`config.mk`:
```
export PLATFORM = sky130hd
export DESIGN_NAME = interface_loss_monitor
export DESIGN_NICKNAME = d
export VERILOG_FILES = /design/src/design/loss_monitor_pkg.sv /design/src/design/loss_timer.sv /design/src/design/interface_loss_monitor.sv
export SDC_FILE = /design/constraint.sdc
export NUM_CORES = 1
export LEC_CHECK = 0
export BUFFER_PORTS_ARGS = -buffer_cell sky130_fd_sc_hd__buf_2
export CAP_MARGIN = 40
export CORE_UTILIZATION = 33
export DETAILED_ROUTE_END_ITERATION = 7
export GPL_TIMING_DRIVEN = 0
export PLACE_DENSITY_LB_ADDON = 0.08
export SYNTH_ARGS = -nofsm -noshare
export SYNTH_HDL_FRONTEND = slang
export SYNTH_SLANG_ARGS = --single-unit
```
`constraint.sdc`:
```
create_clock -name sys_clk -period 5.1 [get_ports sys_clk]
set_input_delay 1.02 -clock sys_clk [delete_from_list [all_inputs] [get_ports sys_clk]]
set_output_delay 1.02 -clock sys_clk [all_outputs]
set_load 0.1 [all_outputs]
```
`src/design/loss_monitor_pkg.sv`:
```
// Constants, register map and types of the interface loss monitor
package loss_monitor_pkg;

   // ------------------------------------------------------------
   // Timing
   // ------------------------------------------------------------
   localparam int CLK_PERIOD_NS = 10;
   localparam int TICK_PERIOD_MS = 10;
   localparam int TICK_CYCLES = TICK_PERIOD_MS * 1000000 / CLK_PERIOD_NS;
   localparam int SHARE_LOSS_MS = 2000;
   localparam int TIMER_W = 16;
   localparam logic [15:0] SHARE_LOSS_TICKS = 16'(SHARE_LOSS_MS / TICK_PERIOD_MS);
   // CAN timeouts in hundredths of a second, one tick each
   localparam logic [15:0] CAN_TIMEOUT_MIN = 16'h0001;
   localparam logic [15:0] CAN_TIMEOUT_MAX = 16'hfde8;
   localparam logic [15:0] CAN_TIMEOUT_DEF = 16'h0014;

   // ------------------------------------------------------------
   // Register map (byte addresses)
   // ------------------------------------------------------------
   localparam int ADDR_W = 8;
   localparam logic [7:0] CTRL_OFS = 8'h00;
   localparam logic [7:0] CAN_ONE_CFG_OFS = 8'h04;
   localparam logic [7:0] CAN_TWO_CFG_OFS = 8'h08;
   localparam logic [7:0] ACK_OFS = 8'h0c;
   localparam logic [7:0] STATUS_OFS = 8'h10;

   // Control register fields
   localparam int CTRL_EN_B_BIT = 0;
   localparam int CTRL_EN_C_BIT = 1;
   localparam int CTRL_EN_RED_BIT = 2;
   localparam int CTRL_EN_CAN_ONE_BIT = 3;
   localparam int CTRL_EN_CAN_TWO_BIT = 4;
   localparam int CTRL_SACK_ONE_BIT = 5;
   localparam int CTRL_SACK_TWO_BIT = 6;
   localparam int CTRL_SEL_LSB = 8;
   localparam int CTRL_SEL_W = 2;

   // CAN config fields
   localparam int CFG_TIMEOUT_LSB = 0;
   localparam int CFG_CLASS_LSB = 16;
   localparam int CFG_CLASS_W = 3;
   localparam int CFG_NODE_LSB = 24;
   localparam int NODE_W = 7;
   localparam logic [6:0] NODE_DEF = 7'h01;

   // Acknowledge register fields (write only)
   localparam int ACK_ONE_BIT = 0;
   localparam int ACK_TWO_BIT = 1;

   // Status register fields
   localparam int ST_B_BIT = 0;
   localparam int ST_C_BIT = 1;
   localparam int ST_RED_BIT = 2;
   localparam int ST_CAN_ONE_BIT = 3;
   localparam int ST_CAN_TWO_BIT = 4;
   localparam int ST_MISSING_BIT = 5;
   localparam int ST_CFG_ERR_BIT = 6;

   // ------------------------------------------------------------
   // Types
   // ------------------------------------------------------------
   typedef enum logic [1:0] {
      SEL_PORT_B = 2'h0,
      SEL_PORT_C = 2'h1,
      SEL_PORT_BC = 2'h2
   } share_sel_t;

   typedef enum logic [2:0] {
      CLASS_A = 3'h0,
      CLASS_B = 3'h1,
      CLASS_C = 3'h2,
      CLASS_D = 3'h3,
      CLASS_E = 3'h4,
      CLASS_F = 3'h5,
      CLASS_CONTROL = 3'h6
   } alarm_class_t;

   localparam logic [31:0] CTRL_RESET = 32'h0000_0067;
   localparam logic [31:0] CAN_CFG_RESET = 32'h0001_0014;

endpackage : loss_monitor_pkg

```
`src/design/loss_timer.sv`:
```
// Tick counter that flags expiry when no restart arrives within a limit
`timescale 1ns/1ps
module loss_timer #(
   parameter int W = 16
) (
   input wire logic sys_clk,
   input wire logic sys_rst,
   input wire logic run,
   input wire logic tick,
   input wire logic restart,
   input wire logic [W-1:0] limit,
   output logic expired
);

   logic [W-1:0] count_r;

   always_ff @(posedge sys_clk) begin
      if (sys_rst || !run || restart) begin
         count_r <= '0;
      end else if (tick && (count_r <= limit)) begin
         count_r <= count_r + 1'b1;
      end
   end

   // One tick past the limit, so the free tick phase never cuts the delay short
   // Limit must stay below all ones; a restart clears the expiry at once
   assign expired = run && (count_r > limit);

endmodule : loss_timer

```
`src/design/interface_loss_monitor.sv`:
```
// Interface loss monitor: Ethernet load-share and CAN traffic supervision
//
// Summary of operation
// - Port B selected, no share message 2 s: self-clearing class B alarm.
// - Port C selected, no share message 2 s: self-clearing class B alarm.
// - B/C selected, traffic on one port only for 2 s: redundancy alarm.
// - Each Ethernet supervision has its own enable, on by default.
// - First CAN alarm when no receive PDO arrives before its timeout.
// - First CAN supervision runs only when enabled; default off.
// - First CAN timeout 0.01 to 650.00 s, default 0.20 s, restarts per PDO.
// - Second CAN alarm when enabled (default off) and its timeout expires.
// - Each CAN supervision carries an alarm class A-F or Control, default B.
// - CAN self-acknowledge default yes; otherwise alarm latches until acked.
// - Status shows missing first CAN PDO and its configuration errors.
`timescale 1ns/1ps
module interface_loss_monitor #(
   parameter int TICK_CYCLES = loss_monitor_pkg::TICK_CYCLES
) (
   input wire logic sys_clk,
   input wire logic sys_rst,
   input wire logic [7:0] addr,
   input wire logic [31:0] wdata,
   input wire logic wr,
   input wire logic rd,
   output logic [31:0] rdata,
   input wire logic eth_b_share_msg,
   input wire logic eth_c_share_msg,
   input wire logic can_one_rpdo,
   input wire logic can_one_cfg_error,
   input wire logic can_two_rx,
   input wire logic [6:0] can_two_rx_node,
   output logic port_b_share_loss_alarm,
   output logic port_c_share_loss_alarm,
   output logic share_redundancy_alarm,
   output logic can_one_loss_alarm,
   output logic can_two_loss_alarm,
   output logic [2:0] can_one_alarm_class,
   output logic [2:0] can_two_alarm_class,
   output logic can_one_rpdo_missing,
   output logic can_one_cfg_fault
);

   // ------------------------------------------------------------
   // Parameter checks
   // ------------------------------------------------------------
   generate
      if (TICK_CYCLES < 2 || TICK_CYCLES > 32'h00ff_ffff) begin : g_bad_tick
         $error("TICK_CYCLES out of range");
      end
   endgenerate

   // ------------------------------------------------------------
   // Helpers
   // ------------------------------------------------------------
   // Clamp a timeout write into the legal range
   function automatic logic [15:0] clamp_timeout(input logic [15:0] v);
      if (v < loss_monitor_pkg::CAN_TIMEOUT_MIN) begin
         return loss_monitor_pkg::CAN_TIMEOUT_MIN;
      end else if (v > loss_monitor_pkg::CAN_TIMEOUT_MAX) begin
         return loss_monitor_pkg::CAN_TIMEOUT_MAX;
      end
      return v;
   endfunction : clamp_timeout

   // Unknown class codes fall back to the default class
   function automatic logic [2:0] legal_class(input logic [2:0] v);
      if (v > loss_monitor_pkg::CLASS_CONTROL) begin
         return loss_monitor_pkg::CLASS_B;
      end
      return v;
   endfunction : legal_class

   // Alarm state with self-acknowledge or latch; a new fault beats an ack
   function automatic logic alarm_next(input logic cur, input logic fault,
                                       input logic self_ack, input logic ack);
      if (fault) begin
         return 1'b1;
      end else if (self_ack) begin
         return 1'b0;
      end
      return cur && !ack;
   endfunction : alarm_next

   // ------------------------------------------------------------
   // Register file
   // ------------------------------------------------------------
   logic en_b_r;
   logic en_c_r;
   logic en_red_r;
   logic en_can_one_r;
   logic en_can_two_r;
   logic sack_one_r;
   logic sack_two_r;
   logic [1:0] share_sel_r;
   logic [15:0] can_one_timeout_r;
   logic [15:0] can_two_timeout_r;
   logic [2:0] can_one_class_r;
   logic [2:0] can_two_class_r;
   logic [6:0] can_two_node_r;
   logic ack_one;
   logic ack_two;

   always_ff @(posedge sys_clk) begin
      if (sys_rst) begin
         en_b_r <= loss_monitor_pkg::CTRL_RESET[loss_monitor_pkg::CTRL_EN_B_BIT];
         en_c_r <= loss_monitor_pkg::CTRL_RESET[loss_monitor_pkg::CTRL_EN_C_BIT];
         en_red_r <= loss_monitor_pkg::CTRL_RESET[loss_monitor_pkg::CTRL_EN_RED_BIT];
         en_can_one_r <= loss_monitor_pkg::CTRL_RESET[loss_monitor_pkg::CTRL_EN_CAN_ONE_BIT];
         en_can_two_r <= loss_monitor_pkg::CTRL_RESET[loss_monitor_pkg::CTRL_EN_CAN_TWO_BIT];
         sack_one_r <= loss_monitor_pkg::CTRL_RESET[loss_monitor_pkg::CTRL_SACK_ONE_BIT];
         sack_two_r <= loss_monitor_pkg::CTRL_RESET[loss_monitor_pkg::CTRL_SACK_TWO_BIT];
         share_sel_r <= loss_monitor_pkg::SEL_PORT_B;
      end else if (wr && addr == loss_monitor_pkg::CTRL_OFS) begin
         en_b_r <= wdata[loss_monitor_pkg::CTRL_EN_B_BIT];
         en_c_r <= wdata[loss_monitor_pkg::CTRL_EN_C_BIT];
         en_red_r <= wdata[loss_monitor_pkg::CTRL_EN_RED_BIT];
         en_can_one_r <= wdata[loss_monitor_pkg::CTRL_EN_CAN_ONE_BIT];
         en_can_two_r <= wdata[loss_monitor_pkg::CTRL_EN_CAN_TWO_BIT];
         sack_one_r <= wdata[loss_monitor_pkg::CTRL_SACK_ONE_BIT];
         sack_two_r <= wdata[loss_monitor_pkg::CTRL_SACK_TWO_BIT];
         share_sel_r <= wdata[loss_monitor_pkg::CTRL_SEL_LSB +: loss_monitor_pkg::CTRL_SEL_W];
      end
   end

   always_ff @(posedge sys_clk) begin
      if (sys_rst) begin
         can_one_timeout_r <= loss_monitor_pkg::CAN_TIMEOUT_DEF;
         can_one_class_r <= loss_monitor_pkg::CLASS_B;
      end else if (wr && addr == loss_monitor_pkg::CAN_ONE_CFG_OFS) begin
         can_one_timeout_r <= clamp_timeout(wdata[loss_monitor_pkg::CFG_TIMEOUT_LSB +: 16]);
         can_one_class_r <= legal_class(
            wdata[loss_monitor_pkg::CFG_CLASS_LSB +: loss_monitor_pkg::CFG_CLASS_W]);
      end
   end

   always_ff @(posedge sys_clk) begin
      if (sys_rst) begin
         can_two_timeout_r <= loss_monitor_pkg::CAN_TIMEOUT_DEF;
         can_two_class_r <= loss_monitor_pkg::CLASS_B;
         can_two_node_r <= loss_monitor_pkg::NODE_DEF;
      end else if (wr && addr == loss_monitor_pkg::CAN_TWO_CFG_OFS) begin
         can_two_timeout_r <= clamp_timeout(wdata[loss_monitor_pkg::CFG_TIMEOUT_LSB +: 16]);
         can_two_class_r <= legal_class(
            wdata[loss_monitor_pkg::CFG_CLASS_LSB +: loss_monitor_pkg::CFG_CLASS_W]);
         can_two_node_r <= wdata[loss_monitor_pkg::CFG_NODE_LSB +: loss_monitor_pkg::NODE_W];
      end
   end

   // Acknowledge is a write pulse, not stored
   assign ack_one = wr && addr == loss_monitor_pkg::ACK_OFS
                    && wdata[loss_monitor_pkg::ACK_ONE_BIT];
   assign ack_two = wr && addr == loss_monitor_pkg::ACK_OFS
                    && wdata[loss_monitor_pkg::ACK_TWO_BIT];

   // ------------------------------------------------------------
   // Common tick
   // ------------------------------------------------------------
   logic [23:0] tick_cnt_r;
   logic tick;

   always_ff @(posedge sys_clk) begin
      if (sys_rst || tick) begin
         tick_cnt_r <= '0;
      end else begin
         tick_cnt_r <= tick_cnt_r + 1'b1;
      end
   end
   assign tick = tick_cnt_r == 24'(TICK_CYCLES - 1);

   // ------------------------------------------------------------
   // Timers
   // ------------------------------------------------------------
   localparam int N_TIMERS = 4;
   logic [N_TIMERS-1:0] run;
   logic [N_TIMERS-1:0] restart;
   logic [N_TIMERS-1:0] expired;
   logic [15:0] limit [N_TIMERS];
   logic sel_b;
   logic sel_c;
   logic sel_bc;

   assign sel_b = share_sel_r == loss_monitor_pkg::SEL_PORT_B;
   assign sel_c = share_sel_r == loss_monitor_pkg::SEL_PORT_C;
   assign sel_bc = share_sel_r == loss_monitor_pkg::SEL_PORT_BC;

   // Port timers also feed the redundancy check in B/C mode
   assign run[0] = (sel_b && en_b_r) || (sel_bc && en_red_r);
   assign run[1] = (sel_c && en_c_r) || (sel_bc && en_red_r);
   assign run[2] = en_can_one_r;
   assign run[3] = en_can_two_r;
   assign restart[0] = eth_b_share_msg;
   assign restart[1] = eth_c_share_msg;
   assign restart[2] = can_one_rpdo;
   // only the configured node restarts it
   assign restart[3] = can_two_rx && (can_two_rx_node == can_two_node_r);
   assign limit[0] = loss_monitor_pkg::SHARE_LOSS_TICKS;
   assign limit[1] = loss_monitor_pkg::SHARE_LOSS_TICKS;
   assign limit[2] = can_one_timeout_r;
   assign limit[3] = can_two_timeout_r;

   generate
      for (genvar i = 0; i < N_TIMERS; i++) begin : g_timer
         loss_timer #(
            .W(loss_monitor_pkg::TIMER_W)
         ) u_timer (
            .sys_clk(sys_clk),
            .sys_rst(sys_rst),
            .run(run[i]),
            .tick(tick),
            .restart(restart[i]),
            .limit(limit[i]),
            .expired(expired[i])
         );
      end
   endgenerate

   // ------------------------------------------------------------
   // Alarms
   // ------------------------------------------------------------
   // port B loss, port C loss and redundancy alarms, self-clearing
   always_ff @(posedge sys_clk) begin
      if (sys_rst) begin
         port_b_share_loss_alarm <= 1'b0;
         port_c_share_loss_alarm <= 1'b0;
         share_redundancy_alarm <= 1'b0;
      end else begin
         port_b_share_loss_alarm <= sel_b && en_b_r && expired[0];
         port_c_share_loss_alarm <= sel_c && en_c_r && expired[1];
         share_redundancy_alarm <= sel_bc && en_red_r && (expired[0] != expired[1]);
      end
   end

   always_ff @(posedge sys_clk) begin
      if (sys_rst) begin
         can_one_loss_alarm <= 1'b0;
         can_two_loss_alarm <= 1'b0;
      end else begin
         can_one_loss_alarm <= en_can_one_r
            && alarm_next(can_one_loss_alarm, expired[2], sack_one_r, ack_one);
         can_two_loss_alarm <= en_can_two_r
            && alarm_next(can_two_loss_alarm, expired[3], sack_two_r, ack_two);
      end
   end

   // missing PDO and config error status
   always_ff @(posedge sys_clk) begin
      if (sys_rst) begin
         can_one_rpdo_missing <= 1'b0;
         can_one_cfg_fault <= 1'b0;
      end else begin
         can_one_rpdo_missing <= expired[2];
         can_one_cfg_fault <= can_one_cfg_error;
      end
   end

   assign can_one_alarm_class = can_one_class_r;
   assign can_two_alarm_class = can_two_class_r;

   // ------------------------------------------------------------
   // Read back
   // ------------------------------------------------------------
   logic [31:0] rdata_nxt;

   always_comb begin
      rdata_nxt = '0;
      case (addr)
         loss_monitor_pkg::CTRL_OFS: begin
            rdata_nxt[loss_monitor_pkg::CTRL_EN_B_BIT] = en_b_r;
            rdata_nxt[loss_monitor_pkg::CTRL_EN_C_BIT] = en_c_r;
            rdata_nxt[loss_monitor_pkg::CTRL_EN_RED_BIT] = en_red_r;
            rdata_nxt[loss_monitor_pkg::CTRL_EN_CAN_ONE_BIT] = en_can_one_r;
            rdata_nxt[loss_monitor_pkg::CTRL_EN_CAN_TWO_BIT] = en_can_two_r;
            rdata_nxt[loss_monitor_pkg::CTRL_SACK_ONE_BIT] = sack_one_r;
            rdata_nxt[loss_monitor_pkg::CTRL_SACK_TWO_BIT] = sack_two_r;
            rdata_nxt[loss_monitor_pkg::CTRL_SEL_LSB +: loss_monitor_pkg::CTRL_SEL_W] =
               share_sel_r;
         end
         loss_monitor_pkg::CAN_ONE_CFG_OFS: begin
            rdata_nxt[loss_monitor_pkg::CFG_TIMEOUT_LSB +: 16] = can_one_timeout_r;
            rdata_nxt[loss_monitor_pkg::CFG_CLASS_LSB +: loss_monitor_pkg::CFG_CLASS_W] =
               can_one_class_r;
         end
         loss_monitor_pkg::CAN_TWO_CFG_OFS: begin
            rdata_nxt[loss_monitor_pkg::CFG_TIMEOUT_LSB +: 16] = can_two_timeout_r;
            rdata_nxt[loss_monitor_pkg::CFG_CLASS_LSB +: loss_monitor_pkg::CFG_CLASS_W] =
               can_two_class_r;
            rdata_nxt[loss_monitor_pkg::CFG_NODE_LSB +: loss_monitor_pkg::NODE_W] =
               can_two_node_r;
         end
         loss_monitor_pkg::STATUS_OFS: begin
            rdata_nxt[loss_monitor_pkg::ST_B_BIT] = port_b_share_loss_alarm;
            rdata_nxt[loss_monitor_pkg::ST_C_BIT] = port_c_share_loss_alarm;
            rdata_nxt[loss_monitor_pkg::ST_RED_BIT] = share_redundancy_alarm;
            rdata_nxt[loss_monitor_pkg::ST_CAN_ONE_BIT] = can_one_loss_alarm;
            rdata_nxt[loss_monitor_pkg::ST_CAN_TWO_BIT] = can_two_loss_alarm;
            rdata_nxt[loss_monitor_pkg::ST_MISSING_BIT] = can_one_rpdo_missing;
            rdata_nxt[loss_monitor_pkg::ST_CFG_ERR_BIT] = can_one_cfg_fault;
         end
         default: begin
            rdata_nxt = '0;
         end
      endcase
   end

   // Data stands only in the cycle after the read strobe
   always_ff @(posedge sys_clk) begin
      if (sys_rst || !rd) begin
         rdata <= '0;
      end else begin
         rdata <= rdata_nxt;
      end
   end

endmodule : interface_loss_monitor

```
==> metrics list <==
- Result of the run: completed
- Transition time at the pin with the least slew margin: 0.775 ns
- IR analysis of the VDD net gives a maximum drop of 0.186 mV.
- The most used flip-flop cell after synthesis is sky130_fd_sc_hd__dfxtp_1.
- The signal on the critical path passes through buf_2, nor4_1, and3_1, clkbuf_1, nand2_1, clkbuf_1, nor3b_1, a211oi_1.
- For this run, asynchronously set or reset flops after synthesis account for 0.
- Synthesis produced a netlist whose cell count is 935.
- The first detailed-routing pass ran for 5 iterations.
* Max-slew violation count: 0
- Setup violations remaining at the end of the flow were counted as 0.
* Routed wire per std cell: 16.5 um
* Nature of the critical path startpoint: input port
- After synthesis the netlist holds a flip-flop and latch count of 175.
- STA puts the critical path data arrival time at 3.22 ns.
- EDFF count, synth: 0
* Class of the most critical setup path: input port to flop
* Number of different library cells in the post-synthesis netlist: 60
- Of the total power, the clock network draws 0.472.
- Of the synthesized area, sequential elements account for 0.436.
* Post-detailed-route via-to-cell ratio: 4.98
* Type of the most critical hold path: flop to flop
* Root Driver: sky130_fd_sc_hd__clkbuf_16
- Summed over all failing endpoints, the final setup total negative slack is 0 ns.
- Die height: 158 um
* Switch share: 0.249
* DP Area: 8880 um2
* Overflow left after global routing: 0
- NumNets Final: 1142
* Pin count of the biggest net entering global routing: 18
- Max-cap violations: 0
- Leading post-synthesis cells by cell area: sky130_fd_sc_hd__dfxtp_1, sky130_fd_sc_hd__ha_1, sky130_fd_sc_hd__nand2_1
- In this run the deepest clock path goes through 2 buffers.
* Overall die area: 24900 um2
- At the worst endpoint, the required time is 5.40 ns.
- In the finished design, the share of the clock period the worst path needs comes to 0.573.
* Cell family with most CP delay: simple AND/OR/NAND/NOR gates
* Maximum fanout along the worst path: 10
- Post-detailed-placement half-perimeter wirelength: 16800 um
- Compared with the post-synthesis result, the final layout area differs by 17.9%.
- Setup repair after global routing left no endpoint under its margin.
* Number of remaining DRC errors: 0
- Port buffering added 87 buffers.
- Post-route ant nets: 0
- After the first detailed-routing iteration, the DRC count stood at 407.
* Number of I/O pins: 101
* Net switching power of the design: 0.693 mW
- Counting stages on the worst path, the most repeated cell is sky130_fd_sc_hd__clkbuf_1.
* P per Cell Area: 294 nW/um2
* Final clock skew: 0.0105 ns
- Via count of the first global-routing pass: 6617
- The largest single stage delay on the critical path is 0.49 ns.
- Pint: 2.09 mW
- After routing the design area is 9460 um2.
- Standard-cell rows: 56
- Number of antenna violations at the first check in global routing: 0
- Area share of the largest cell type after synthesis: 0.436
- Final weighted congestion of routability-driven global placement: 0.828
* PostCTS Resize Cnt: 0
- Die W: 158 um
- Buffers inserted to repair hold after CTS numbered 0.
- Headroom to the max-slew limit: 0.480
* Insertion delay of the later-clocked pin in the worst-skew pair: 0.44 ns
* Number of buffers and inverters on the critical path: 3
- Standard cell with the maximum stage delay on the critical path: sky130_fd_sc_hd__clkbuf_1
* Power share of the combinational group: 0.036
- Wire length of the first global-routing pass: 36400 um
- 0 antenna diodes ended up in the layout.
* Count of H-tree levels built during CTS: 4
- The final layout contains routed wiring with a total length of 22700 um.
- Across every metal layer, demand over resource in global routing totals 0.192.
* Hold violation total from the final report: 0
- Derived from the worst setup path, the maximum achievable clock frequency is 342 MHz.
- Post-CTS Setup Inserts: 0
* Synth warn: 0
* Clock slew at the register clock pins of the worst setup and hold paths: 0.07 ns
- The worst path needs 2.92 ns of the cycle, external delays included.
* Sequential Power Share: 0.493
- Core Box Area: 23700 um2
* Standby leakage power: 3.52 nW
* Num CTS Buffers: 17
* Proportion of layout cells with a drive suffix above 1: 0.130
* Clk sinks: 175
- Syn avg cell area: 8.58 um2
- Clock tree from TritonCTS: yes
- The initial utilization of the core area, before any placement, comes to 0.339.
* Area of the mapped netlist: 8030 um2
- STA classifies the critical path endpoint as a flop.
- Of all cell types, the one taking the most synthesized area is sky130_fd_sc_hd__dfxtp_1.
* Number of vias in the routed layout: 6869
==> sequential cells by signal, indices dropped and copies added (netlist names) <==
signal                   cells
can_one_alarm_class          3
can_one_cfg_fault            1
can_one_loss_alarm           1
can_one_rpdo_missing         1
can_one_timeout_r           16
can_two_alarm_class          3
can_two_loss_alarm           1
can_two_node_r               7
can_two_timeout_r           16
en_b_r                       1
en_c_r                       1
en_can_one_r                 1
en_can_two_r                 1
en_red_r                     1
g_timer.u_timer.count_r     64
port_b_share_loss_alarm      1
port_c_share_loss_alarm      1
rdata                       26
sack_one_r                   1
sack_two_r                   1
share_redundancy_alarm       1
share_sel_r                  2
tick_cnt_r                  24
==> per-stage QoR <==
| stage | power, mW | setup WS, ns | util | hold slack, ns | instances |
|---|---|---|---|---|---|
| global placement | 1.50 | 1.73 | 0.375 | 0.440 | 1346 |
| finish | 2.78 | 2.18 | 0.400 | 0.461 | 1379 |
| detailed placement | 1.50 | 1.78 | 0.375 | 0.448 | 1347 |
| floorplan | 1.46 | 2.54 | - | 0.426 | 940 |
| global route | 2.88 | 2.03 | 0.400 | 0.482 | 1379 |
| CTS | 2.82 | 2.23 | 0.400 | 0.466 | 1379 |
==> routing by layer <==
| layer | vias up | share of wire | GRT usage | routed length (um) |
|---|---|---|---|---|
| li1 | 3493 | - | - | - |
| met1 | 3226 | 0.50 | 0.271 | 11300 |
| met2 | 131 | 0.45 | 0.303 | 10200 |
| met3 | 19 | 0.046 | 0.0293 | 1040 |
| met4 | 0 | 0.0090 | 0.0481 | 204 |
| met5 | - | 0 | 0 | 0 |
==> final cells by class <==
type / count / area [um2]
fillers: 2474 / 14200
multi-input cells: 666 / 4140
flip-flops and latches: 175 / 3500
repair buffers: 88 / 439
clock buffers: 18 / 429
well taps: 319 / 399
plain buffers: 53 / 233
inverters: 46 / 173
clock inverters: 14 / 150
==> cells by family (layout without fill, tap and decap cells) <==
family | after synthesis | count (layout) | share of synthesized area
xor gates and xnor gates | 54 | 54 | 0.0589
muxes | 1 | 1 | 0.00125
other | 1 | 6 | 0.000467
DFF | 175 | 175 | 0.436
AOI/OAI and AO/OA | 162 | 162 | 0.130
adders and majority gates | 39 | 39 | 0.0608
buffers and inverters | 99 | 219 | 0.0505
and+or+nand+nor | 404 | 404 | 0.262
==> layout by cell type (no fill, tap or decap), types with 6 or more instances in the layout <==
cell type	count
sky130_fd_sc_hd__nor4_1	18
sky130_fd_sc_hd__buf_4	7
sky130_fd_sc_hd__nor2b_1	7
sky130_fd_sc_hd__nand2_1	126
sky130_fd_sc_hd__ha_1	39
sky130_fd_sc_hd__conb_1	6
sky130_fd_sc_hd__and2_1	17
sky130_fd_sc_hd__a21oi_1	76
sky130_fd_sc_hd__nor3b_1	14
sky130_fd_sc_hd__buf_2	93
sky130_fd_sc_hd__o31ai_1	16
sky130_fd_sc_hd__clkbuf_1	39
sky130_fd_sc_hd__a211oi_1	14
sky130_fd_sc_hd__nand4_1	23
sky130_fd_sc_hd__dfxtp_1	175
sky130_fd_sc_hd__inv_1	46
sky130_fd_sc_hd__clkbuf_16	17
sky130_fd_sc_hd__xor2_1	20
sky130_fd_sc_hd__nor2_1	75
sky130_fd_sc_hd__nand3b_1	9
sky130_fd_sc_hd__nand3_1	29
sky130_fd_sc_hd__or4_1	15
sky130_fd_sc_hd__nand2b_1	7
sky130_fd_sc_hd__and3_1	30
sky130_fd_sc_hd__o21ai_0	10
sky130_fd_sc_hd__xnor2_1	34
sky130_fd_sc_hd__a222oi_1	9
sky130_fd_sc_hd__a22o_1	10
sky130_fd_sc_hd__nor3_1	13
==> power by group through the flow <==
stage	registers (mW)	clock network, mW	logic [mW]
6_report	1.37	1.31	0.0997
5_1_grt	1.37	1.40	0.108
4_1_cts	1.37	1.35	0.100
3_5_place_dp	1.40	0	0.100
3_3_place_gp	1.40	0	0.0998
2_1_floorplan	1.41	0	0.0517
==> worst paths after layout <==
path | startpoint | end | slack [ns] | depth (start not counted)
setup / recovery | addr[5] | can_two_timeout_r[7] | 2.18 | 8
setup reg to reg | can_one_timeout_r[1] | g_timer[2].u_timer.count_r[1] | 2.25 | 11
hold / removal | g_timer[0].u_timer.count_r[13] | g_timer[0].u_timer.count_r[13] | 0.46 | 1
hold reg to reg | g_timer[0].u_timer.count_r[13] | g_timer[0].u_timer.count_r[13] | 0.46 | 1
==> Yosys cell counts, types with 2 or more instances <==
library cell,count
sky130_fd_sc_hd__a211o_1,5
sky130_fd_sc_hd__a211oi_1,14
sky130_fd_sc_hd__a21boi_0,2
sky130_fd_sc_hd__a21oi_1,76
sky130_fd_sc_hd__a222oi_1,9
sky130_fd_sc_hd__a22o_1,10
sky130_fd_sc_hd__a31oi_1,2
sky130_fd_sc_hd__and2_1,17
sky130_fd_sc_hd__and3_1,30
sky130_fd_sc_hd__and4_1,3
sky130_fd_sc_hd__buf_1,2
sky130_fd_sc_hd__buf_2,6
sky130_fd_sc_hd__buf_4,7
sky130_fd_sc_hd__clkbuf_1,38
sky130_fd_sc_hd__dfxtp_1,175
sky130_fd_sc_hd__ha_1,39
sky130_fd_sc_hd__inv_1,46
sky130_fd_sc_hd__nand2_1,126
sky130_fd_sc_hd__nand2b_1,7
sky130_fd_sc_hd__nand3_1,29
sky130_fd_sc_hd__nand3b_1,9
sky130_fd_sc_hd__nand4_1,23
sky130_fd_sc_hd__nor2_1,75
sky130_fd_sc_hd__nor2b_1,7
sky130_fd_sc_hd__nor3_1,13
sky130_fd_sc_hd__nor3b_1,14
sky130_fd_sc_hd__nor4_1,18
sky130_fd_sc_hd__nor4b_1,4
sky130_fd_sc_hd__o211ai_1,3
sky130_fd_sc_hd__o21a_1,2
sky130_fd_sc_hd__o21ai_0,10
sky130_fd_sc_hd__o21ai_1,3
sky130_fd_sc_hd__o31ai_1,16
sky130_fd_sc_hd__or3_1,3
sky130_fd_sc_hd__or4_1,15
sky130_fd_sc_hd__xnor2_1,34
sky130_fd_sc_hd__xor2_1,20
No activity file was read; power rests on OpenSTA's default activity.
